**config.mk**
```make
export PLATFORM = sky130hd
export DESIGN_NAME = spbcfg_top
export DESIGN_NICKNAME = d
export VERILOG_FILES = /design/src/logic/spbcfg_pkg.sv /design/src/logic/spbcfg_sync.sv /design/src/logic/spbcfg_deser.sv /design/src/logic/spbcfg_top.sv
export SDC_FILE = /design/constraint.sdc
export NUM_CORES = 1
export LEC_CHECK = 0
export ABC_CLOCK_PERIOD_IN_PS = 4460
export BUFFER_PORTS_ARGS = -buffer_cell sky130_fd_sc_hd__buf_2
export CORE_MARGIN = 2
export CORE_UTILIZATION = 48
export DETAILED_ROUTE_END_ITERATION = 12
export PLACE_DENSITY = 0.77
export SYNTH_ARGS = -nofsm -noshare
export SYNTH_HDL_FRONTEND = slang
export SYNTH_SLANG_ARGS = --single-unit
```
**constraint.sdc**
```tcl
create_clock -name SYS_CLK -period 4.46 [get_ports SYS_CLK]
set_input_delay 0 -clock SYS_CLK [delete_from_list [all_inputs] [get_ports SYS_CLK]]
set_output_delay 0 -clock SYS_CLK [all_outputs]
set_load 0.005 [all_outputs]
```
**src/logic/spbcfg_pkg.sv**
```systemverilog
// Shared constants, types and helpers of the stream port B register bank.
package spbcfg_pkg;

  localparam int ADR_W = 8;
  localparam int DAT_W = 32;
  localparam int SEL_W = 4;
  localparam int BUF_IDX_W = 3;
  localparam int BUF_CNT = 8;
  localparam int BLK_W = 12;

  localparam logic [ADR_W-1:0] OFS_CFG0 = 8'hc0;
  localparam logic [ADR_W-1:0] OFS_CFG1 = 8'hc4;
  localparam logic [ADR_W-1:0] OFS_STAT = 8'hc8;
  localparam logic [ADR_W-1:0] OFS_MASK = 8'hcc;
  localparam logic [ADR_W-1:0] OFS_CTRL = 8'hf0;

  localparam int CFG0_MAP_LSB = 0;
  localparam int CFG0_SERIAL_BIT = 8;
  localparam int CFG0_ORDER_BIT = 9;
  localparam int CFG0_SYNC_LSB = 13;
  localparam int CFG1_END_LSB = 0;
  localparam int CFG1_TX_BIT = 12;
  localparam int CFG1_RX_BIT = 14;
  localparam int ST_OVF_BIT = 0;
  localparam int ST_INS_BIT = 8;
  localparam int CTRL_INS_BIT = 0;

  localparam logic [BUF_CNT-1:0] MAP_RST = 8'h0c;
  localparam logic [DAT_W-1:0] STAT_IMPL = 32'h0000_0101;
  localparam logic [BLK_W-1:0] BLK_ONE = 12'h001;

  typedef enum logic [1:0] {
    SYNC_A = 2'b00,
    SYNC_B = 2'b01,
    SYNC_RSV = 2'b10,
    SYNC_C = 2'b11
  } spbcfg_sync_e;

  typedef struct packed {
    spbcfg_sync_e sync;
    logic order;
    logic serial;
    logic [BUF_CNT-1:0] map;
  } spbcfg_cfg0_s;

  typedef struct packed {
    logic rx_multi;
    logic tx_multi;
    logic [BLK_W-1:0] blk_end;
  } spbcfg_cfg1_s;

  // Lowest buffer number whose map bit is set; zero when none is mapped.
  function automatic logic [BUF_IDX_W-1:0] first_set(
      input logic [BUF_CNT-1:0] map);
    logic [BUF_IDX_W-1:0] idx;
    idx = '0;
    for (int i = BUF_CNT - 1; i >= 0; i--) begin
      if (map[i]) begin
        idx = BUF_IDX_W'(i);
      end
    end
    return idx;
  endfunction : first_set

  // Merges write data into an old word under the Wishbone byte selects.
  function automatic logic [DAT_W-1:0] wmask(input logic [DAT_W-1:0] old,
      input logic [DAT_W-1:0] wr, input logic [SEL_W-1:0] sel);
    logic [DAT_W-1:0] res;
    res = old;
    for (int b = 0; b < SEL_W; b++) begin
      if (sel[b]) begin
        res[b*8 +: 8] = wr[b*8 +: 8];
      end
    end
    return res;
  endfunction : wmask

endpackage : spbcfg_pkg

```
**src/logic/spbcfg_sync.sv**
```systemverilog
// Two-stage synchroniser for a group of asynchronous pin levels.
`timescale 1ns/1ps
module spbcfg_sync #(
  parameter int W = 1
) (
  input wire logic clk, // Device clock.
  input wire logic nrst, // Asynchronous reset, active low.
  input wire logic [W-1:0] d, // Asynchronous levels.
  output logic [W-1:0] q // Synchronised levels.
);
  logic [W-1:0] s1_reg;

  always_ff @(posedge clk or negedge nrst) begin
    if (!nrst) begin
      s1_reg <= '0;
      q <= '0;
    end else begin
      s1_reg <= d;
      q <= s1_reg;
    end
  end
endmodule : spbcfg_sync

```
**src/logic/spbcfg_deser.sv**
```systemverilog
// Byte assembly for the data port in serial or byte-wide mode.
`timescale 1ns/1ps
module spbcfg_deser #(
  parameter int BITS = 8
) (
  input wire logic clk, // Device clock.
  input wire logic nrst, // Asynchronous reset, active low.
  input wire logic in_valid, // One transfer at the port.
  input wire logic [BITS-1:0] par_data, // Port data lines.
  input wire logic serial, // Serial mode selected.
  input wire logic lsb_first, // Serial bit order.
  output logic out_valid, // Byte complete, one-cycle pulse.
  output logic [BITS-1:0] out_data // Assembled byte.
);
  localparam int CW = $clog2(BITS);
  localparam logic [CW-1:0] LAST = CW'(BITS - 1);
  localparam logic [CW-1:0] ONE = CW'(1);

  logic [BITS-1:0] sh_reg;
  logic [CW-1:0] cnt_reg;
  wire bit_in = par_data[0];
  wire [BITS-1:0] sh_next = lsb_first ? {bit_in, sh_reg[BITS-1:1]}
                                      : {sh_reg[BITS-2:0], bit_in};

  always_ff @(posedge clk or negedge nrst) begin
    if (!nrst) begin
      sh_reg <= '0;
      cnt_reg <= '0;
      out_valid <= 1'b0;
      out_data <= '0;
    end else begin
      out_valid <= 1'b0;
      if (!serial) begin
        cnt_reg <= '0;
        if (in_valid) begin
          out_valid <= 1'b1;
          out_data <= par_data;
        end
      end else if (in_valid) begin
        sh_reg <= sh_next;
        cnt_reg <= cnt_reg + ONE;
        if (cnt_reg == LAST) begin
          out_valid <= 1'b1;
          out_data <= sh_next;
        end
      end
    end
  end
endmodule : spbcfg_deser

```
**src/logic/spbcfg_top.sv**
```systemverilog
// Stream port B configuration, buffer steering and interrupt bank.
//
// Behaviour
// - Serial bit order picks MSB- or LSB-first assembly.
// - Bit order is ignored in byte-wide mode.
// - Serial mode takes data from line 0 only.
// - Each buffer map bit maps one buffer.
// - Reset maps buffers 2 and 3 only.
// - Receive multi-stream uses select bus, else map.
// - Transmit multi-stream uses select bus, else map.
// - Block-size end sets block length in modes A/B.
// - Sync mode C ignores block-size end.
// - Insertion done sets its status flag.
// - Insertion done disables insertion until re-enabled.
// - Lost port data sets transmit-overflow flag.
// - Reserved bits ignore writes, read zero.
// - Enabled status bits raise the port interrupt.
//
// The Wishbone register port was left to the implementer.
`timescale 1ns/1ps
module spbcfg_top (
  input wire logic SYS_CLK, // Device clock, 250 MHz.
  input wire logic NRST, // Asynchronous reset, active low.
  input wire logic WB_CYC_I, // Wishbone cycle.
  input wire logic WB_STB_I, // Wishbone strobe.
  input wire logic WB_WE_I, // Wishbone write enable.
  input wire logic [spbcfg_pkg::ADR_W-1:0] WB_ADR_I, // Byte address.
  input wire logic [spbcfg_pkg::SEL_W-1:0] WB_SEL_I, // Byte selects.
  input wire logic [spbcfg_pkg::DAT_W-1:0] WB_DAT_I, // Write data.
  output logic [spbcfg_pkg::DAT_W-1:0] WB_DAT_O, // Read data.
  output logic WB_ACK_O, // Wishbone acknowledge.
  input wire logic [7:0] STRM_D, // Port data lines.
  input wire logic STRM_STB, // Port transfer strobe.
  input wire logic [spbcfg_pkg::BUF_IDX_W-1:0] STRM_BSEL, // Buffer select.
  input wire logic BUF_FULL, // Target buffer cannot take a byte.
  input wire logic INSERT_DONE, // Packet insertion finished, pulse.
  output logic [7:0] BUF_WR_DATA, // Byte to the stream buffer.
  output logic BUF_WR_VALID, // Byte write pulse.
  output logic [spbcfg_pkg::BUF_IDX_W-1:0] BUF_WR_IDX, // Write target.
  output logic [spbcfg_pkg::BUF_IDX_W-1:0] BUF_RD_IDX, // Read source.
  output logic [spbcfg_pkg::BUF_CNT-1:0] BUF_MAP, // Mapped buffers.
  output logic PORT_SERIAL, // Port runs serially.
  output logic BLOCK_END, // Last byte of a block, pulse.
  output logic INSERT_EN, // Packet insertion enabled.
  output logic IRQ // Port interrupt, level.
);
  import spbcfg_pkg::*;

  // Pin inputs pass two flip-flops before use.
  logic [11:0] pin_s;
  spbcfg_sync #(
    .W(12)
  ) u_sync (
    .clk(SYS_CLK),
    .nrst(NRST),
    .d({STRM_BSEL, STRM_STB, STRM_D}),
    .q(pin_s)
  );
  wire [7:0] d_s = pin_s[7:0];
  wire stb_s = pin_s[8];
  wire [BUF_IDX_W-1:0] bsel_s = pin_s[11:9];

  spbcfg_cfg0_s cfg0_reg;
  spbcfg_cfg0_s cfg0_next;
  spbcfg_cfg1_s cfg1_reg;
  spbcfg_cfg1_s cfg1_next;
  logic [DAT_W-1:0] stat_reg;
  logic [DAT_W-1:0] stat_next;
  logic [DAT_W-1:0] mask_reg;
  logic [DAT_W-1:0] mask_next;
  logic ins_en_reg;
  logic ins_en_next;
  logic stb_d_reg;
  logic [BLK_W-1:0] blk_cnt_reg;
  logic [BLK_W-1:0] blk_cnt_next;

  wire stb_rise = stb_s & ~stb_d_reg;
  logic byte_valid;
  logic [7:0] byte_data;

  spbcfg_deser #(
    .BITS(8)
  ) u_deser (
    .clk(SYS_CLK),
    .nrst(NRST),
    .in_valid(stb_rise),
    .par_data(d_s),
    .serial(cfg0_reg.serial),
    .lsb_first(cfg0_reg.order),
    .out_valid(byte_valid),
    .out_data(byte_data)
  );

  // Bus decode: one request is taken per cycle while ack is low.
  wire wb_go = WB_CYC_I & WB_STB_I & ~WB_ACK_O;
  wire wr_go = wb_go & WB_WE_I;
  wire rd_go = wb_go & ~WB_WE_I;
  wire hit_cfg0 = WB_ADR_I == OFS_CFG0;
  wire hit_cfg1 = WB_ADR_I == OFS_CFG1;
  wire hit_stat = WB_ADR_I == OFS_STAT;
  wire hit_mask = WB_ADR_I == OFS_MASK;
  wire hit_ctrl = WB_ADR_I == OFS_CTRL;

  // Read views; unimplemented bits stay zero.
  wire [DAT_W-1:0] rd_cfg0 = (DAT_W'(cfg0_reg.map) << CFG0_MAP_LSB) |
      (DAT_W'(cfg0_reg.serial) << CFG0_SERIAL_BIT) |
      (DAT_W'(cfg0_reg.order) << CFG0_ORDER_BIT) |
      (DAT_W'(cfg0_reg.sync) << CFG0_SYNC_LSB);
  wire [DAT_W-1:0] rd_cfg1 = (DAT_W'(cfg1_reg.blk_end) << CFG1_END_LSB) |
      (DAT_W'(cfg1_reg.tx_multi) << CFG1_TX_BIT) |
      (DAT_W'(cfg1_reg.rx_multi) << CFG1_RX_BIT);
  wire [DAT_W-1:0] rd_ctrl = DAT_W'(ins_en_reg) << CTRL_INS_BIT;
  wire [DAT_W-1:0] rd_data = hit_cfg0 ? rd_cfg0 :
                             hit_cfg1 ? rd_cfg1 :
                             hit_stat ? stat_reg :
                             hit_mask ? mask_reg :
                             hit_ctrl ? rd_ctrl : '0;

  // Writes merge under the byte selects; only stored fields are kept.
  wire [DAT_W-1:0] w_cfg0 = wmask(rd_cfg0, WB_DAT_I, WB_SEL_I);
  wire [DAT_W-1:0] w_cfg1 = wmask(rd_cfg1, WB_DAT_I, WB_SEL_I);
  wire [DAT_W-1:0] w_mask = wmask(mask_reg, WB_DAT_I, WB_SEL_I);
  wire [DAT_W-1:0] w_ctrl = wmask(rd_ctrl, WB_DAT_I, WB_SEL_I);

  always_comb begin
    cfg0_next = cfg0_reg;
    if (wr_go && hit_cfg0) begin
      cfg0_next.map = w_cfg0[CFG0_MAP_LSB +: BUF_CNT];
      cfg0_next.serial = w_cfg0[CFG0_SERIAL_BIT];
      cfg0_next.order = w_cfg0[CFG0_ORDER_BIT];
      cfg0_next.sync = spbcfg_sync_e'(w_cfg0[CFG0_SYNC_LSB +: 2]);
    end
  end

  always_comb begin
    cfg1_next = cfg1_reg;
    if (wr_go && hit_cfg1) begin
      cfg1_next.blk_end = w_cfg1[CFG1_END_LSB +: BLK_W];
      cfg1_next.tx_multi = w_cfg1[CFG1_TX_BIT];
      cfg1_next.rx_multi = w_cfg1[CFG1_RX_BIT];
    end
  end

  // Buffer steering from the map or from the select bus.
  wire [BUF_IDX_W-1:0] map_idx = first_set(cfg0_reg.map);
  wire [BUF_IDX_W-1:0] tx_idx = cfg1_reg.tx_multi ? bsel_s
                                                  : map_idx;
  wire [BUF_IDX_W-1:0] rd_idx = cfg1_reg.rx_multi ? bsel_s
                                                  : map_idx;

  // A byte that meets a full buffer is dropped and flagged.
  wire ovf_ev = byte_valid & BUF_FULL;
  wire wr_ok = byte_valid & ~BUF_FULL;

  // Block framing counts every presented byte in sync modes A and B.
  wire framed = (cfg0_reg.sync == SYNC_A) ||
                (cfg0_reg.sync == SYNC_B);
  wire [BLK_W-1:0] blk_inc = blk_cnt_reg + BLK_ONE;
  wire blk_hit = framed && byte_valid && (cfg1_reg.blk_end != '0) &&
                 (blk_inc == cfg1_reg.blk_end);
  assign blk_cnt_next = !framed ? '0 :
                        blk_hit ? '0 :
                        byte_valid ? blk_inc : blk_cnt_reg;

  // Status: a read clears, but an event in the same cycle survives.
  wire [DAT_W-1:0] ev = (DAT_W'(ovf_ev) << ST_OVF_BIT) |
                        (DAT_W'(INSERT_DONE) << ST_INS_BIT);
  wire stat_rd = rd_go & hit_stat;
  assign stat_next = ((stat_rd ? '0 : stat_reg) | ev) & STAT_IMPL;
  assign mask_next = (wr_go && hit_mask) ? (w_mask & STAT_IMPL)
                                         : mask_reg;
  wire irq_next = |(stat_reg & mask_reg);

  // Hardware disable on completion outranks a software enable.
  assign ins_en_next = INSERT_DONE ? 1'b0 :
                       (wr_go && hit_ctrl) ? w_ctrl[CTRL_INS_BIT] :
                       ins_en_reg;

  always_ff @(posedge SYS_CLK or negedge NRST) begin
    if (!NRST) begin
      cfg0_reg <= '{sync: SYNC_A, order: 1'b0, serial: 1'b0,
                    map: MAP_RST};
      cfg1_reg <= '0;
      stat_reg <= '0;
      mask_reg <= '0;
      ins_en_reg <= 1'b0;
    end else begin
      cfg0_reg <= cfg0_next;
      cfg1_reg <= cfg1_next;
      stat_reg <= stat_next;
      mask_reg <= mask_next;
      ins_en_reg <= ins_en_next;
    end
  end

  always_ff @(posedge SYS_CLK or negedge NRST) begin
    if (!NRST) begin
      WB_ACK_O <= 1'b0;
      WB_DAT_O <= '0;
    end else begin
      WB_ACK_O <= wb_go;
      WB_DAT_O <= rd_go ? rd_data : '0;
    end
  end

  always_ff @(posedge SYS_CLK or negedge NRST) begin
    if (!NRST) begin
      stb_d_reg <= 1'b0;
      blk_cnt_reg <= '0;
      BUF_WR_DATA <= '0;
      BUF_WR_VALID <= 1'b0;
      BUF_WR_IDX <= '0;
      BUF_RD_IDX <= '0;
    end else begin
      stb_d_reg <= stb_s;
      blk_cnt_reg <= blk_cnt_next;
      BUF_WR_VALID <= wr_ok;
      if (byte_valid) begin
        BUF_WR_DATA <= byte_data;
        BUF_WR_IDX <= tx_idx;
      end
      BUF_RD_IDX <= rd_idx;
    end
  end

  always_ff @(posedge SYS_CLK or negedge NRST) begin
    if (!NRST) begin
      BUF_MAP <= MAP_RST;
      PORT_SERIAL <= 1'b0;
      BLOCK_END <= 1'b0;
      INSERT_EN <= 1'b0;
      IRQ <= 1'b0;
    end else begin
      BUF_MAP <= cfg0_next.map;
      PORT_SERIAL <= cfg0_next.serial;
      BLOCK_END <= blk_hit;
      INSERT_EN <= ins_en_next;
      IRQ <= irq_next;
    end
  end
endmodule : spbcfg_top

```
==> flow_summary.toml <==
[worst_hold_path]
hold_path.class = "in2reg"
min_path_cells = 4
holdPathEnd = "stat_reg[8]"
holdCritStartpoint = "WB_ADR_I[5]"

[timing]
tightestPinTransition_ns = 0.999
finalCritPeriodShare_pct = 60.6
setup_viol = 0
finalSetupTns_ns = 0
fin_skew_ns = 0.00683
timing.slew.headroom_pct = 33.4
holdWs_ns = 0.0351
slew_violations = 0
fmax_ghz = 0.370
fin_crit_ns = 2.70
hold_viol = 0
rsz0062_at_grt = "false"
setup_ws_ns = 1.76

[global_route]
grt_pass1_vias = 4242
antenna_found_initial = 0
grt_pass1_wl_um = 20900
grt_usage_pct = 21.3
grt_max_degree = 76
grt_overflow_total = 0

[pwr]
irDropWorstVdd_uv = 393
pwr_density_cell_nw_per_um2 = 427
power.leakage_nw = 3.21

[setup_path]
cp.arrival_ns = 2.95
path_cells = "ha_1, xor2_1, nor3_1, nand3_1, or3_4, nor4_4, a2111oi_1"
crit_buf_inv = 0
path_class = "reg2reg"
critPathCaptureType = "flip-flop"
critPathTopFamily = "simple AND/OR/NAND/NOR gates"
start_kind = "flip-flop"
required_ns = 4.71
r2r_slack_ns = 1.76
worstReg2RegEnd = "blk_cnt_reg[6]"
reg2reg_from = "blk_cnt_reg[0]"
reg2reg_depth = 7
critPathMaxFanout = 12
slowest_delay_ns = 0.61
slowest_stage = "nor4_4"

[yosys]
syn_inst = 483
synth_edf_count = 0
yosysWarnings = 0
ys_ff_latch = 121
avgSynthCellArea_um2 = 11.4
synthesis.area_um2 = 5490
ys_seq_area_share_pct = 55.2
synth_flop_cell = "dfrtp_1"
async_reset_ff_share_pct = 100
synth_cell_types = 60

[finish]
drive_gt1_share_pct = 29.7
areaGrowthSynthToFinish_pct = 25.5
largest_reg_flops = 15
register_area_um2 = 3030
fin_nets = 663
multiInputGateArea_um2 = 2220
final_area_um2 = 6890
antenna_cells = 0
nFillCells = 847
fin_cells = 752

[clock_tree]
cts_buffers = 17
cts_tree = "built"
clock_sinks = 121
clk_path_buf_depth = 2
cts_max_level = 4
clock-root-buffer = "clkbuf_16"
post_cts_buffers = 0
clock_latency_ns = 0.42
cts-hold-fix-buffers = 37
ctsResizeCount = 0
clk_pin_slew_ns = 0.06

[routing]
via_per_inst = 5.52
drt-pass1-iter-count = 5
dr.first_iter.drc_count = 215
vias = 4149
routed_wl_um = 12600
drc = 0
wl_per_cell_um = 16.8
ant_nets = 0

[place]
gp_congestion = 0.830
placedInstanceArea_um2 = 5890
placed_cells = 683
hpwlAfterDp_um = 8000
dpl_worst_slack_ns = 1.79
io_buffer_count = 86

[floorplanning]
num_rows = 39
initial_core_util_pct = 48.7
fp.dieW_um = 111
die-area_um2 = 12300
die_y_um = 111
coreArea_um2 = 11300
io_pins = 123

[outcome]
outcome = "complete, no violations"

[run]
cap_violations = 0
cell usage in the layout (no fill, tap or decap), types with 10 or more instances in the layout:
cell and n:
conb_1 17, xnor2_1 10, nand2_1 31, clkbuf_16 17, buf_2 85, dfrtp_1 119
a21oi_1 22, a22oi_1 10, dlygate4sd3_1 37, mux2_2 42, nor2_1 46, o21ai_0 16
mux2i_1 15
cell usage after synthesis, types with 5 or more instances:
master    instances  area share (%)
dfrtp_1         119              54
nor2_1           46             3.1
mux2_2           42             8.6
nand2_1          31             2.1
buf_4            26             3.6
a21oi_1          22             2.0
o21ai_0          16             1.5
mux2i_1          15             2.7
clkbuf_1         14            0.96
a22oi_1          10             1.4
xnor2_1          10             1.6
nand3_1           9            0.82
and3_1            8            0.91
nand2b_1          8            0.91
xor2_1            7             1.1
nand4_1           6            0.68
nor3_1            6            0.55
a211oi_1          5            0.68
inv_1             5            0.34
nor4_1            5            0.57
how the worst max path moves through the flow:
stage,cells after the start,slack (ns),startpoint,endpoint
3_5_place_dp,7,1.79,blk_cnt_reg[0],blk_cnt_reg[2]
3_3_place_gp,7,1.87,blk_cnt_reg[0],blk_cnt_reg[5]
6_report,7,1.76,blk_cnt_reg[0],blk_cnt_reg[6]
2_1_floorplan,8,2.34,blk_cnt_reg[0],blk_cnt_reg[2]
4_1_cts,7,1.76,blk_cnt_reg[0],blk_cnt_reg[2]
5_1_grt,7,1.56,blk_cnt_reg[0],blk_cnt_reg[5]
tightest hold or removal path: stages:
cell      delay [ns]
buf_2           0.10
nor3_2          0.07
nand4b_1        0.12
a21o_1          0.12
cells by family after synthesis:
family / share of synthesized area (%)
buf+inv: 5.56
mux: 11.8
flops: 55.2
fa+ha+maj: 0.911
xor+xnor: 2.71
compound gates: 9.47
other cells: 0.0683
simple gates: 14.4
stage by stage:
step | utilization (%) | power (mW)
after global routing | 61.2 | 3.05
after CTS | 61.2 | 2.96
after global placement | 52.3 | 1.46
after detailed placement | 52.3 | 1.47
final | 61.2 | 2.95
after floorplan | - | 1.39
metal layers:
metal | wire, µm | global-route usage [%] | vias up | share of wire, %
li1 | - | - | 1897 | -
met1 | 5080 | 25.8 | 2082 | 40
met5 | 0 | 0 | - | 0
met4 | 250 | 7.67 | 0 | 2.0
met2 | 6610 | 36.4 | 147 | 52
met3 | 698 | 6.23 | 23 | 5.5
report_power, final:
part	internal, mW	total, mW	switching, mW
sequential	1.16	1.22	0.0577
combinational	0.130	0.265	0.136
clock	0.904	1.47	0.562
area by class of cell:
type / count / share of cell area [%]
inverter: 5 / 0.272
sequential: 121 / 44.0
multi-input combinational: 326 / 32.2
clock inverter: 15 / 2.96
tap: 143 / 2.60
timing repair buffer: 125 / 11.9
clock buffer: 17 / 6.17
Note: power is estimated with default switching activity, not from simulation.
